`src/pkg/didb_pkg.sv`:
```
package didb_pkg;
    // clock and sampling
    localparam int          CLK_PERIOD_NS    = 100;
    localparam int          SAMPLE_PERIOD_NS = 800;
    localparam int          SAMPLE_CYCLES    = SAMPLE_PERIOD_NS / CLK_PERIOD_NS;
    localparam int          TICK_W           = 3;
    localparam int          CNT_W            = 17;
    // register bus
    localparam int          ADDR_W           = 4;
    localparam int          DATA_W           = 16;
    localparam logic [3:0]  OFS_CFG_A        = 4'h0;
    localparam logic [3:0]  OFS_CFG_B        = 4'h1;
    localparam logic [3:0]  OFS_GPIO_CFG     = 4'h2;
    localparam logic [3:0]  OFS_COMP_OUT     = 4'h3;
    localparam logic [3:0]  OFS_EDGE_CNT     = 4'h4;
    localparam logic [3:0]  OFS_FUNC_SEL     = 4'h5;
    localparam logic [3:0]  OFS_DAC_CODE     = 4'h6;
    localparam logic [3:0]  OFS_CONV_RESULT  = 4'h7;
    // input_config_a fields
    localparam int          CFGA_TIME_LSB    = 0;
    localparam int          CFGA_MODE_BIT    = 5;
    localparam int          CFGA_INV_BIT     = 6;
    localparam int          CFGA_CNTEN_BIT   = 7;
    localparam logic [15:0] CFGA_RESET       = 16'h0000;
    // input_config_b fields
    localparam int          CFGB_UNBUF_BIT   = 0;
    localparam logic [15:0] CFGB_RESET       = 16'h0000;
    // gpio_pin_config: select code that drives the debounced input out
    localparam logic [2:0]  GPIO_SEL_DIN     = 3'h3;
    localparam logic [2:0]  GPIO_RESET       = 3'h0;
    // channel_function_select codes
    localparam logic [1:0]  FUNC_HIZ         = 2'h0;
    localparam logic [1:0]  FUNC_DIN         = 2'h1;
    localparam logic [1:0]  FUNC_DIN_LOOP    = 2'h2;
    localparam logic [1:0]  FUNC_RESET       = 2'h0;
    localparam int          DAC_W            = 14;
    localparam logic [13:0] DAC_RESET        = 14'h0000;
    // adc default in loop powered input: terminal voltage, 0 to 12 V unipolar
    localparam logic [1:0]  ADC_MUX_IDLE     = 2'h0;
    localparam logic [1:0]  ADC_MUX_TERMINAL = 2'h1;
    localparam logic [1:0]  ADC_RANGE_0_12V  = 2'h1;
    localparam int          ADC_FULL_SCALE   = 65536;
    localparam int          ADC_RANGE_MV     = 12000;

    // debounce times in units of 100 ns, codes 01 to 1f
    localparam int DEB_TIME_100NS [1:31] = '{
        130, 187, 244, 325, 423, 561, 756, 1008, 1301, 1805, 2406, 3203,
        4203, 5602, 7504, 10008, 13008, 18008, 24008, 32008, 42008, 56008,
        75007, 100007, 130007, 180006, 240006, 320005, 420004, 560003, 750000};
    localparam int DEB_UNIT_NS = 100;

    // sample count for a debounce code, least time rounded up
    function automatic logic [CNT_W-1:0] debTarget(input logic [4:0] code);
        int ns;
        ns = 0;
        if (code != 5'h00) begin
            ns = DEB_TIME_100NS[code] * DEB_UNIT_NS;
        end
        return CNT_W'((ns + SAMPLE_PERIOD_NS - 1) / SAMPLE_PERIOD_NS);
    endfunction
endpackage

```
`src/design/didb_debounce.sv`:
```
`timescale 1ns/10ps
`default_nettype none
module didb_debounce
    import didb_pkg::*;
(
    // clock and reset
    input  wire logic             mclk,
    input  wire logic             reset,
    // samples
    input  wire logic             sampleTick,
    input  wire logic             sampleVal,
    // configuration
    input  wire logic             bypass,
    input  wire logic             modeSel,
    input  wire logic [CNT_W-1:0] target,
    // result
    output var  logic             debOut
);
    logic             debOut_ff;
    logic             nxt_debOut;
    logic [CNT_W-1:0] cnt_ff;
    logic [CNT_W-1:0] nxt_cnt;

    // counting core, acts only on a new sample
    always_comb begin
        nxt_debOut = debOut_ff;
        nxt_cnt    = cnt_ff;
        if (sampleTick) begin
            if (bypass) begin
                nxt_debOut = sampleVal;
                nxt_cnt    = '0;
            end else if (!modeSel) begin
                // integrating count: away from state counts up, back counts down
                if (sampleVal != debOut_ff) begin
                    if (cnt_ff + CNT_W'(1) >= target) begin
                        nxt_debOut = sampleVal;
                        nxt_cnt    = '0;
                    end else begin
                        nxt_cnt = cnt_ff + CNT_W'(1);
                    end
                end else if (cnt_ff != '0) begin
                    nxt_cnt = cnt_ff - CNT_W'(1);
                end
            end else begin
                // mode 1: the new state must persist unbroken
                if (sampleVal != debOut_ff) begin
                    if (cnt_ff + CNT_W'(1) >= target) begin
                        nxt_debOut = ~debOut_ff;
                        nxt_cnt    = '0;
                    end else begin
                        nxt_cnt = cnt_ff + CNT_W'(1);
                    end
                end else begin
                    nxt_cnt = '0;
                end
            end
        end
    end

    // starts low with an empty counter
    always_ff @(posedge mclk) begin
        if (reset) begin
            debOut_ff <= 1'b0;
            cnt_ff    <= '0;
        end else begin
            debOut_ff <= nxt_debOut;
            cnt_ff    <= nxt_cnt;
        end
    end

    assign debOut = debOut_ff;
endmodule
`default_nettype wire

```
`src/design/didb_top.sv`:
```
// Operation
// - comparator watches buffered sense pin; unbuffered enable selects output pin instead
// - comparator output is sampled periodically; only samples enter the debouncer
// - sample clock period is about 800 ns
// - five-bit debounce time code; code zero bypasses the debouncer
// - nonzero codes map to table durations from 0.0130 ms to 75 ms
// - one mode bit selects debounce mode 0 or 1; mode 0 after reset
// - mode 0: differing samples count one way, agreeing samples the other
// - mode 0: count starts on difference and reverses when input returns
// - mode 0: output takes comparator state when the count reaches target
// - mode 1: differing samples count up; at target output toggles, counter clears
// - mode 1: a sample equal to the output clears the counter
// - conditioned input reaches status register and/or first gpio pin
// - first gpio pin drives debounced signal when configured for it
// - loop powered mode sources high-side current limited by dac code
// - loop powered mode adc defaults to terminal voltage, 0 to 12 V
// - configuration bit optionally inverts the debounced signal before status
// - edge counter clears on reset, wraps at full scale, holds when disabled
//
// Design decisions made here: the register addresses and the plain strobed port.
`timescale 1ns/10ps
`default_nettype none
module didb_top
    import didb_pkg::*;
(
    // clock and reset
    input  wire logic              mclk,
    input  wire logic              reset,
    // register port
    input  wire logic [ADDR_W-1:0] regAddr,
    input  wire logic [DATA_W-1:0] regWdata,
    input  wire logic              regWr,
    input  wire logic              regRd,
    output var  logic [DATA_W-1:0] regRdata,
    // comparator outputs, asynchronous
    input  wire logic              compSenseIn,
    input  wire logic              compOutPinIn,
    // adc result from the converter logic
    input  wire logic [DATA_W-1:0] adcResult,
    // analog front end controls
    output var  logic              compUnbufSel,
    output var  logic              loopSourceEn,
    output var  logic [DAC_W-1:0]  dacCode,
    output var  logic [1:0]        adcMuxSel,
    output var  logic [1:0]        adcRange,
    // first gpio pin
    output var  logic              gpioOut,
    output var  logic              gpioOe
);
    // configuration registers
    logic [4:0]        debTime_ff;
    logic              debMode_ff;
    logic              invert_ff;
    logic              cntEn_ff;
    logic              unbuf_ff;
    logic [2:0]        gpioSel_ff;
    logic [1:0]        funcSel_ff;
    logic [DAC_W-1:0]  dac_ff;
    logic [4:0]        nxt_debTime;
    logic              nxt_debMode;
    logic              nxt_invert;
    logic              nxt_cntEn;
    logic              nxt_unbuf;
    logic [2:0]        nxt_gpioSel;
    logic [1:0]        nxt_funcSel;
    logic [DAC_W-1:0]  nxt_dac;
    // synchronisers and sampling
    logic              senseMeta_ff;
    logic              senseSync_ff;
    logic              pinMeta_ff;
    logic              pinSync_ff;
    logic [TICK_W-1:0] tick_ff;
    logic [TICK_W-1:0] nxt_tick;
    logic              sampleTick_ff;
    logic              nxt_sampleTick;
    logic              sample_ff;
    logic              nxt_sample;
    // debounced result and its users
    logic              debOut;
    logic              status;
    logic              statusPrev_ff;
    logic [DATA_W-1:0] edgeCnt_ff;
    logic [DATA_W-1:0] nxt_edgeCnt;
    logic              gpioOut_ff;
    logic              gpioOe_ff;
    logic              nxt_gpioOut;
    logic              nxt_gpioOe;
    // bus read path and front end outputs
    logic [DATA_W-1:0] rdata_ff;
    logic [DATA_W-1:0] nxt_rdata;
    logic              loop_ff;
    logic [1:0]        adcMux_ff;
    logic [1:0]        adcRange_ff;
    logic              nxt_loop;
    logic [1:0]        nxt_adcMux;
    logic [1:0]        nxt_adcRange;

    // register writes; unmapped and read-only offsets ignore writes
    always_comb begin
        nxt_debTime = debTime_ff;
        nxt_debMode = debMode_ff;
        nxt_invert  = invert_ff;
        nxt_cntEn   = cntEn_ff;
        nxt_unbuf   = unbuf_ff;
        nxt_gpioSel = gpioSel_ff;
        nxt_funcSel = funcSel_ff;
        nxt_dac     = dac_ff;
        if (regWr) begin
            unique case (regAddr)
                OFS_CFG_A: begin
                    nxt_debTime = regWdata[CFGA_TIME_LSB +: 5];
                    nxt_debMode = regWdata[CFGA_MODE_BIT];
                    nxt_invert  = regWdata[CFGA_INV_BIT];
                    nxt_cntEn   = regWdata[CFGA_CNTEN_BIT];
                end
                OFS_CFG_B:    nxt_unbuf   = regWdata[CFGB_UNBUF_BIT];
                OFS_GPIO_CFG: nxt_gpioSel = regWdata[2:0];
                OFS_FUNC_SEL: nxt_funcSel = regWdata[1:0];
                OFS_DAC_CODE: nxt_dac     = regWdata[DAC_W-1:0];
                default: ;
            endcase
        end
    end

    // mode 0 is the reset default
    always_ff @(posedge mclk) begin
        if (reset) begin
            debTime_ff <= CFGA_RESET[CFGA_TIME_LSB +: 5];
            debMode_ff <= CFGA_RESET[CFGA_MODE_BIT];
            invert_ff  <= CFGA_RESET[CFGA_INV_BIT];
            cntEn_ff   <= CFGA_RESET[CFGA_CNTEN_BIT];
            unbuf_ff   <= CFGB_RESET[CFGB_UNBUF_BIT];
            gpioSel_ff <= GPIO_RESET;
            funcSel_ff <= FUNC_RESET;
            dac_ff     <= DAC_RESET;
        end else begin
            debTime_ff <= nxt_debTime;
            debMode_ff <= nxt_debMode;
            invert_ff  <= nxt_invert;
            cntEn_ff   <= nxt_cntEn;
            unbuf_ff   <= nxt_unbuf;
            gpioSel_ff <= nxt_gpioSel;
            funcSel_ff <= nxt_funcSel;
            dac_ff     <= nxt_dac;
        end
    end

    // both comparator paths are synchronised so a mode switch never sees metastability
    always_ff @(posedge mclk) begin
        if (reset) begin
            senseMeta_ff <= 1'b0;
            senseSync_ff <= 1'b0;
            pinMeta_ff   <= 1'b0;
            pinSync_ff   <= 1'b0;
        end else begin
            senseMeta_ff <= compSenseIn;
            senseSync_ff <= senseMeta_ff;
            pinMeta_ff   <= compOutPinIn;
            pinSync_ff   <= pinMeta_ff;
        end
    end

    // sample divider: one tick every 800 ns, then capture the selected comparator
    always_comb begin
        nxt_tick       = (tick_ff == TICK_W'(SAMPLE_CYCLES - 1)) ? '0 : tick_ff + TICK_W'(1);
        nxt_sampleTick = (tick_ff == TICK_W'(SAMPLE_CYCLES - 1));
        nxt_sample     = sample_ff;
        if (nxt_sampleTick) begin
            nxt_sample = unbuf_ff ? pinSync_ff : senseSync_ff;
        end
    end

    always_ff @(posedge mclk) begin
        if (reset) begin
            tick_ff       <= '0;
            sampleTick_ff <= 1'b0;
            sample_ff     <= 1'b0;
        end else begin
            tick_ff       <= nxt_tick;
            sampleTick_ff <= nxt_sampleTick;
            sample_ff     <= nxt_sample;
        end
    end

    // the debouncer sees the held sample on the cycle after its capture
    didb_debounce u_debounce (
        .mclk       (mclk),
        .reset      (reset),
        .sampleTick (sampleTick_ff),
        .sampleVal  (sample_ff),
        .bypass     (debTime_ff == 5'h00),
        .modeSel    (debMode_ff),
        .target     (debTarget(debTime_ff)),
        .debOut     (debOut)
    );

    // inversion sits before status, gpio and counter, so it picks the counted edge
    assign status = debOut ^ invert_ff;

    always_comb begin
        nxt_edgeCnt = edgeCnt_ff;
        if (cntEn_ff && status && !statusPrev_ff) begin
            nxt_edgeCnt = edgeCnt_ff + DATA_W'(1);
        end
        nxt_gpioOe  = (gpioSel_ff == GPIO_SEL_DIN);
        nxt_gpioOut = nxt_gpioOe & status;
    end

    always_ff @(posedge mclk) begin
        if (reset) begin
            statusPrev_ff <= 1'b0;
            edgeCnt_ff    <= '0;
            gpioOut_ff    <= 1'b0;
            gpioOe_ff     <= 1'b0;
        end else begin
            statusPrev_ff <= status;
            edgeCnt_ff    <= nxt_edgeCnt;
            gpioOut_ff    <= nxt_gpioOut;
            gpioOe_ff     <= nxt_gpioOe;
        end
    end

    // loop powered input: source current and default adc measurement
    always_comb begin
        nxt_loop     = (funcSel_ff == FUNC_DIN_LOOP);
        nxt_adcMux   = nxt_loop ? ADC_MUX_TERMINAL : ADC_MUX_IDLE;
        nxt_adcRange = nxt_loop ? ADC_RANGE_0_12V : 2'h0;
    end

    // read data valid only in the cycle after the strobe, zero otherwise
    always_comb begin
        nxt_rdata = '0;
        if (regRd) begin
            unique case (regAddr)
                OFS_CFG_A:       nxt_rdata = DATA_W'({cntEn_ff, invert_ff, debMode_ff, debTime_ff});
                OFS_CFG_B:       nxt_rdata = DATA_W'(unbuf_ff);
                OFS_GPIO_CFG:    nxt_rdata = DATA_W'(gpioSel_ff);
                OFS_COMP_OUT:    nxt_rdata = DATA_W'(status);
                OFS_EDGE_CNT:    nxt_rdata = edgeCnt_ff;
                OFS_FUNC_SEL:    nxt_rdata = DATA_W'(funcSel_ff);
                OFS_DAC_CODE:    nxt_rdata = DATA_W'(dac_ff);
                OFS_CONV_RESULT: nxt_rdata = adcResult;
                default:         nxt_rdata = '0;
            endcase
        end
    end

    always_ff @(posedge mclk) begin
        if (reset) begin
            rdata_ff    <= '0;
            loop_ff     <= 1'b0;
            adcMux_ff   <= ADC_MUX_IDLE;
            adcRange_ff <= 2'h0;
        end else begin
            rdata_ff    <= nxt_rdata;
            loop_ff     <= nxt_loop;
            adcMux_ff   <= nxt_adcMux;
            adcRange_ff <= nxt_adcRange;
        end
    end

    assign regRdata     = rdata_ff;
    assign compUnbufSel = unbuf_ff;
    assign loopSourceEn = loop_ff;
    assign dacCode      = dac_ff;
    assign adcMuxSel    = adcMux_ff;
    assign adcRange     = adcRange_ff;
    assign gpioOut      = gpioOut_ff;
    assign gpioOe       = gpioOe_ff;
endmodule
`default_nettype wire

```
`config.mk`:
```
export PLATFORM = sky130hd
export DESIGN_NAME = didb_top
export DESIGN_NICKNAME = d
export VERILOG_FILES = /design/src/pkg/didb_pkg.sv /design/src/design/didb_debounce.sv /design/src/design/didb_top.sv
export SDC_FILE = /design/constraint.sdc
export NUM_CORES = 1
export LEC_CHECK = 0
export BUFFER_PORTS_ARGS = -buffer_cell sky130_fd_sc_hd__buf_2
export CORE_UTILIZATION = 40
export DETAILED_ROUTE_END_ITERATION = 12
export SYNTH_ARGS = -nofsm -noshare
export SYNTH_HDL_FRONTEND = slang
export SYNTH_HIERARCHICAL = 1
export SYNTH_SLANG_ARGS = --single-unit
```
`constraint.sdc`:
```
create_clock -name mclk -period 47.9 [get_ports mclk]
set_input_delay 2.395 -clock mclk [delete_from_list [all_inputs] [get_ports mclk]]
set_output_delay 2.395 -clock mclk [all_outputs]
set_load 0.02 [all_outputs]
```
==> results_dict.tcl, run 1 <==
set metrics [dict create \
    maxUsedRoutingLayer "met4" \
    grt_pass1_vias 20100 \
    crit_required_ps 48170 \
    yosys-top-cells-count "260 x nor2_1, 254 x nand2_1, 193 x a21oi_1" \
    finalCritPeriodShare_pct 62.6 \
    ys.flop_type "dfxtp_1" \
    synthesis.area_um2 19800 \
    pwr_density_cell_nw_per_um2 11.4 \
    gp_congestion 0.928 \
    area_delta_synth_final_pct 5.22 \
    synthTopCellsByArea "dfxtp_1 9.2%, ha_1 6.8%, xnor2_1 5.1%" \
    die_h_um 225 \
    r2r-end "u_debounce/cnt_ff[3]$_SDFFE_PP0P_" \
    die-area_um2 50400 \
    avgViaCountPerCell 6.25 \
    avgSynthCellArea_um2 7.10 \
    peakVddDrop_v 0.0000228 \
    cts_tree "done" \
    m1WireLength_um 30100 \
    wl_met3_um 2820 \
    timing.final.ws_setup_ps 17900 \
    min_period_ps 30000 \
    nNetsFinal 2919 \
    remaining_drc_errors 0 \
    drt-total-wl_um 64000 \
    yosys.area.top_type "dfxtp_1" \
    start_util_pct 40.5 \
    syn_inst 2792 \
    dr.pass1.iters 5 \
    finalMaxSlewViolations 0 \
    cts_buffers 9 \
    wl_per_cell_um 18.7 \
    clockPowerShare_pct 29.8 \
    track_usage_pct 24.6 \
    regArea_um2 1820 \
    post_cts_buffers 0 \
    cts_resized 0 \
    dp.cells 3414 \
    rsz0062_at_grt "false" \
    switchingPower_mw 0.0915 \
    grt_antenna_before_repair 0 \
    crit_type "reg2reg" \
    rrSetupSlack_ps 17900 \
    cp.arrival_ps 30260 \
    dp_hpwl_um 50500 \
    grt_pass1_wl_um 104000 \
    ys_seq_area_share_pct 9.19 \
    timing.hold.ws_ps 436 \
    clock-skew-final_ps 16.0 \
    post-place-ws_ps 18440 \
    fin_cells 3430 \
    outcome "completed" \
    cts.sinks 91 \
    synth-seq-cells 91 \
    drv_cap 0 \
    io_pins 80 \
    fp-row-count 81 \
    tightest_slew_ps 1260 \
    dr_wl_met2_um 29600 \
    r2r_start "debTime_ff[0]$_SDFFE_PP0P_" \
    io_buffer_count 75 \
    cp-start-kind "flop" \
    synth_top_area_share_pct 9.19 \
    yosysWarnings 6 \
    cts_buffer_depth 2 \
    synth-async-reset-ratio_pct 0 \
    htreeDepth 3 \
    final_hold_viol_count 0 \
    worst_hold_path_type "reg2reg" \
    clk_latency_ps 360 \
    ant_nets 0 \
    intPower_mw 0.145 \
    path_clk_slew_ps 70 \
    critical_path.slowest_cell "o311ai_0" \
    switching_share_pct 38.6 \
    grt_max_degree 77 \
    fp.coreArea_um2 49000 \
    power_frac_seq_pct 32.4 \
    drive_above_1_share_pct 10.9 \
    multi_input_area_um2 17000 \
    dpl-instance-area_um2 20600 \
    synth-edff-count 0 \
    worstHoldPathCells 1 \
    n_fill_cell 5080 \
    worstHoldStart "tick_ff[0]$_SDFF_PP0_" \
    holdBufCountCts 0 \
    final_util_pct 42.6 \
    yosysMostFrequentCell "nor2_1" \
    synthDistinctLibCells 147 \
    max_freq_mhz 33.3 \
    r2r.worst_path.cells 87 \
    first_iter_violations 1756 \
    die-width_um 225 \
    p_leak_nw 8.16 \
    fin_tns_setup_ps 0 \
    max_slew_margin_pct 14.9 \
    overflow 0 \
    antennaDiodeCount 0 \
    slowest_delay_ps 940 \
    critPathMaxFanout 19 \
    stdcell_area_um2 20900 \
    crit_path_frequent_cell "a21oi_1" \
    hold_path_end "tick_ff[0]$_SDFF_PP0_" \
    power_mw 0.237 \
    dr_total_vias 21400 \
    cp-end-kind "flop" \
    root_buffer "clkbuf_16" \
    setup_viol 0 \
    pwr-share-comb_pct 37.8 \
]
[worst max-delay path by stage]
| stage | endpoint | depth (start not counted) | start | slack [ps] |
|---|---|---|---|---|
| floorplan | u_debounce/cnt_ff[9]$_SDFFE_PP0P_ | 93 | debTime_ff[0]$_SDFFE_PP0P_ | 23960 |
| global placement | u_debounce/cnt_ff[3]$_SDFFE_PP0P_ | 87 | debTime_ff[0]$_SDFFE_PP0P_ | 18720 |
| detailed placement | u_debounce/cnt_ff[3]$_SDFFE_PP0P_ | 88 | debTime_ff[0]$_SDFFE_PP0P_ | 18440 |
| CTS | u_debounce/cnt_ff[3]$_SDFFE_PP0P_ | 88 | debTime_ff[0]$_SDFFE_PP0P_ | 18310 |
| global route | u_debounce/cnt_ff[3]$_SDFFE_PP0P_ | 88 | debTime_ff[0]$_SDFFE_PP0P_ | 15520 |
| finish | u_debounce/cnt_ff[3]$_SDFFE_PP0P_ | 87 | debTime_ff[0]$_SDFFE_PP0P_ | 17900 |
[metal layers]
layer | global-route usage (%) | vias to the layer above
met4 | 7.02 | 0
met3 | 2.09 | 91
met5 | 0 | -
met1 | 33.5 | 10200
li1 | - | 10500
met2 | 41.2 | 590
[cell type report]
| class | count | share of cell area (%) |
|---|---|---|
| inverters | 102 | 1.84 |
| repair buffers | 98 | 2.63 |
| well taps | 664 | 3.98 |
| flip-flops and latches | 91 | 8.74 |
| clock buffers | 9 | 1.08 |
| clock inverters | 7 | 0.318 |
| multi-input cells | 2459 | 81.4 |
[power by group through the flow]
stage	clock network (mW)	registers (mW)	logic, mW
floorplan	0	0.0787	0.0678
global placement	0	0.0785	0.0866
detailed placement	0	0.0785	0.0877
CTS	0.0722	0.0768	0.0882
global route	0.0752	0.0768	0.0981
finish	0.0706	0.0768	0.0894
[critical path: cells and delay by family (launching register included)]
kind / cells / cell delay, ps
adder cells (fa/ha/maj): 6 / 2070
flip-flops: 1 / 310
buffers and inverters: 7 / 1150
XOR/XNOR: 6 / 1920
AND/OR/NAND/NOR: 27 / 9730
AO/OA/AOI/OAI: 39 / 14010
multiplexers: 2 / 670
[sequential cells by signal, summed over array words and instances, names as in the netlist, 2 cells and up]
register           count
tick_ff                3
funcSel_ff             2
regRdata              16
debTime_ff             5
u_debounce/cnt_ff     17
edgeCnt_ff            16
gpioSel_ff             3
dacCode               14
[cells in the final DEF (no fill, tap or decap), types with 19 or more instances in the layout]
cell type | synthesis | layout
nor2_1 | 260 | 260
nand4_1 | 40 | 40
xnor2_1 | 115 | 115
dfxtp_1 | 91 | 91
and3_1 | 52 | 52
and2_1 | 54 | 54
o211ai_1 | 52 | 52
nand2b_1 | 31 | 31
o21ai_0 | 123 | 123
buf_4 | 14 | 23
nand3_1 | 127 | 127
a211oi_1 | 38 | 38
nor3_1 | 89 | 89
nand2_1 | 254 | 254
a21o_1 | 40 | 40
o21a_1 | 20 | 20
inv_1 | 88 | 88
o21ai_1 | 38 | 38
or3_1 | 43 | 43
xor2_1 | 64 | 63
buf_2 | 27 | 75
o31ai_1 | 31 | 31
nor2b_1 | 29 | 29
a22oi_1 | 26 | 26
mux2i_1 | 47 | 47
mux2_2 | 19 | 19
a31oi_1 | 45 | 45
nor4_1 | 32 | 31
a21oi_1 | 193 | 193
ha_1 | 107 | 107
[kinds of logic after synthesis]
group                      share of synthesized area (%)
and+or+nand+nor                                     31.1
DFF                                                 9.19
xor gates and xnor gates                            8.85
adders and majority gates                           7.77
muxes                                               3.83
buffers and inverters                               5.23
AOI/OAI and AO/OA                                   34.0
other                                             0.0189
No activity file was read; power rests on OpenSTA's default activity.
==> run 2: changes to the inputs <==
- ABC_AREA: default -> 1
- clock period: 47.9 -> 27 ns (I/O delays scaled with it)
==> run 2 against run 1 <==
Effect of this change: global-route usage is 3.6 points lower; sequential share of layout area is 0.28 points higher; total power grew to 4.6 times the previous value; register-to-register slack worse by 15000 ps; largest cell class unchanged.
==> results_dict.tcl, run 2 <==
set metrics [dict create \
    crit_required_ps 27280 \
    cts_resized 0 \
    fin_tns_setup_ps 0 \
    dp_hpwl_um 43600 \
    grt_max_degree 40 \
    clk_latency_ps 350 \
    drt-total-wl_um 53200 \
    max_slew_margin_pct 33.4 \
    dr_total_vias 20300 \
    crit_type "reg2reg" \
    crit_path_frequent_cell "nand2_1" \
    synthesis.area_um2 19500 \
    io_pins 80 \
    synth-edff-count 0 \
    cts_tree "done" \
    max_freq_mhz 40.8 \
    stdcell_area_um2 20200 \
    dr.pass1.iters 8 \
    root_buffer "clkbuf_16" \
    path_clk_slew_ps 70 \
    synth_top_area_share_pct 19.4 \
    largest_register_ffs 17 \
    yosys.area.top_type "nand2_1" \
    ys.flop_type "dfxtp_1" \
    first_iter_violations 1549 \
    rsz0062_at_grt "false" \
    grt_antenna_before_repair 0 \
    htreeDepth 3 \
    fp-row-count 80 \
    syn_inst 3401 \
    antennaDiodeCount 0 \
    setup_viol 0 \
    yosysMostFrequentCell "nand2_1" \
    peakVddDrop_v 0.0000676 \
    finalCritPeriodShare_pct 90.8 \
    dpl-instance-area_um2 19900 \
    cp_num_buf_inv 11 \
    nNetsFinal 3561 \
    holdBufCountCts 0 \
    die-width_um 223 \
    yosys-top-cells-count "1,009 x nand2_1, 410 x inv_1, 386 x nand3_1" \
    cts.sinks 91 \
    start_util_pct 40.7 \
    cts_buffer_depth 2 \
    cp-start-kind "flop" \
    overflow 0 \
    synthDistinctLibCells 79 \
    remaining_drc_errors 0 \
    ys_seq_area_share_pct 9.34 \
    finalMaxSlewViolations 0 \
    worst_hold_path_type "reg2reg" \
    critical_path.slowest_cell "xor2_2" \
    die-area_um2 49600 \
    area_delta_synth_final_pct 3.68 \
    cp-end-kind "flop" \
    gp_congestion 0.878 \
    ant_nets 0 \
    synthTopCellsByArea "nand2_1 19%, nand3_1 9.9%, dfxtp_1 9.3%" \
    wl_per_cell_um 13.2 \
    grt_pass1_vias 18100 \
    outcome "completed" \
    cp.arrival_ps 24800 \
    io_buffer_count 75 \
    crit_family "simple AND/OR/NAND/NOR gates" \
    final_cell_mix "1,009 x nand2_1, 410 x inv_1, 386 x nand3_1" \
    avgSynthCellArea_um2 5.73 \
    drive_above_1_share_pct 15.8 \
    critPathMaxFanout 25 \
    clock-skew-final_ps 7.52 \
    die_h_um 223 \
    grt_pass1_wl_um 88300 \
    pwr_density_cell_nw_per_um2 54.1 \
    fp.coreArea_um2 47900 \
    track_usage_pct 21.0 \
    post_cts_buffers 0 \
    drv_cap 0 \
    regMostFlops "u_debounce/cnt_ff" \
    final_hold_viol_count 0 \
    min_period_ps 24520 \
    yosysWarnings 6 \
    cts_buffers 9 \
    synth-async-reset-ratio_pct 0 \
    tightest_slew_ps 999 \
    synth-seq-cells 91 \
    avgViaCountPerCell 5.06 \
    p_leak_nw 11.0 \
    final_common_cell "nand2_1" \
    slowest_delay_ps 630 \
]
run 2: cell types whose count changed in the layout (fill, tap and decap cells not counted), moves of 47 or more:
cell and delta:
nand2_1 +755, nand3_1 +259, mux2i_1 -47, and2_1 -49, xnor2_1 -90, inv_1 +322
nand2_2 +153, a21oi_1 -67, and3_1 -52
run 2: cells by family (layout without fill, tap and decap cells):
family / after synthesis / in the layout / synth area share (%)
xor gates and xnor gates: 108 / 108 / 5.12
adders and majority gates: 116 / 116 / 7.79
and+or+nand+nor: 2182 / 2182 / 54.5
AOI/OAI and AO/OA: 320 / 320 / 9.68
other: 1 / 2 / 0.0192
buffers and inverters: 583 / 589 / 13.5
DFF: 91 / 91 / 9.34
run 2: path summary, 6_finish.rpt:
check,start,end,slack (ps),depth (start not counted)
max,debTime_ff[0]$_SDFFE_PP0P_,u_debounce/cnt_ff[0]$_SDFFE_PP0P_,2480,151
min,senseMeta_ff$_SDFF_PP0_,senseSync_ff$_SDFF_PP0_,410,2
max reg2reg,debTime_ff[0]$_SDFFE_PP0P_,u_debounce/cnt_ff[0]$_SDFFE_PP0P_,2480,151
min reg2reg,senseMeta_ff$_SDFF_PP0_,senseSync_ff$_SDFF_PP0_,410,2
run 2: power by group:
| part | leakage, nW | switching, mW | internal, mW |
|---|---|---|---|
| combinational | 10.1 | 0.554 | 0.280 |
| sequential | 0.735 | 0.00107 | 0.136 |
| clock | 0.141 | 0.0587 | 0.0640 |
| total | 11.0 | 0.614 | 0.479 |
run 2: worst min-delay path, delay by kind of cell, from the launching register on:
| kind | cells | cell delay (ps) |
|---|---|---|
| buffers and inverters | 1 | 40 |
| AND/OR/NAND/NOR | 1 | 30 |
| flip-flops | 1 | 300 |
run 2: metal layers:
layer,routed length (um),global-route usage [%],vias up
met5,0,0,-
met3,2080,1.18,45
met1,26400,29.5,8988
met2,24000,35.4,401
li1,-,-,10900
met4,714,3.98,0
run 2: layout make-up:
class                   instances  area, um2
repair buffers                 84        443
clock buffers                   9        225
well taps                     615        769
clock inverters                 7       57.6
fillers                      5331      27700
multi-input cells            2728      15000
inverters                     489       1860
flip-flops and latches         91       1820
run 2: metrics by stage:
stage	hold WS [ps]	util, %	setup slack [ps]	instances	power (mW)
after floorplan	388	-	9420	3402	0.855
after global placement	398	41.6	2660	4007	0.967
after detailed placement	397	41.6	2740	4007	0.967
after CTS	407	42.2	2630	4023	1.10
after global routing	433	42.2	26.7	4023	1.21
final	408	42.2	2480	4023	1.09
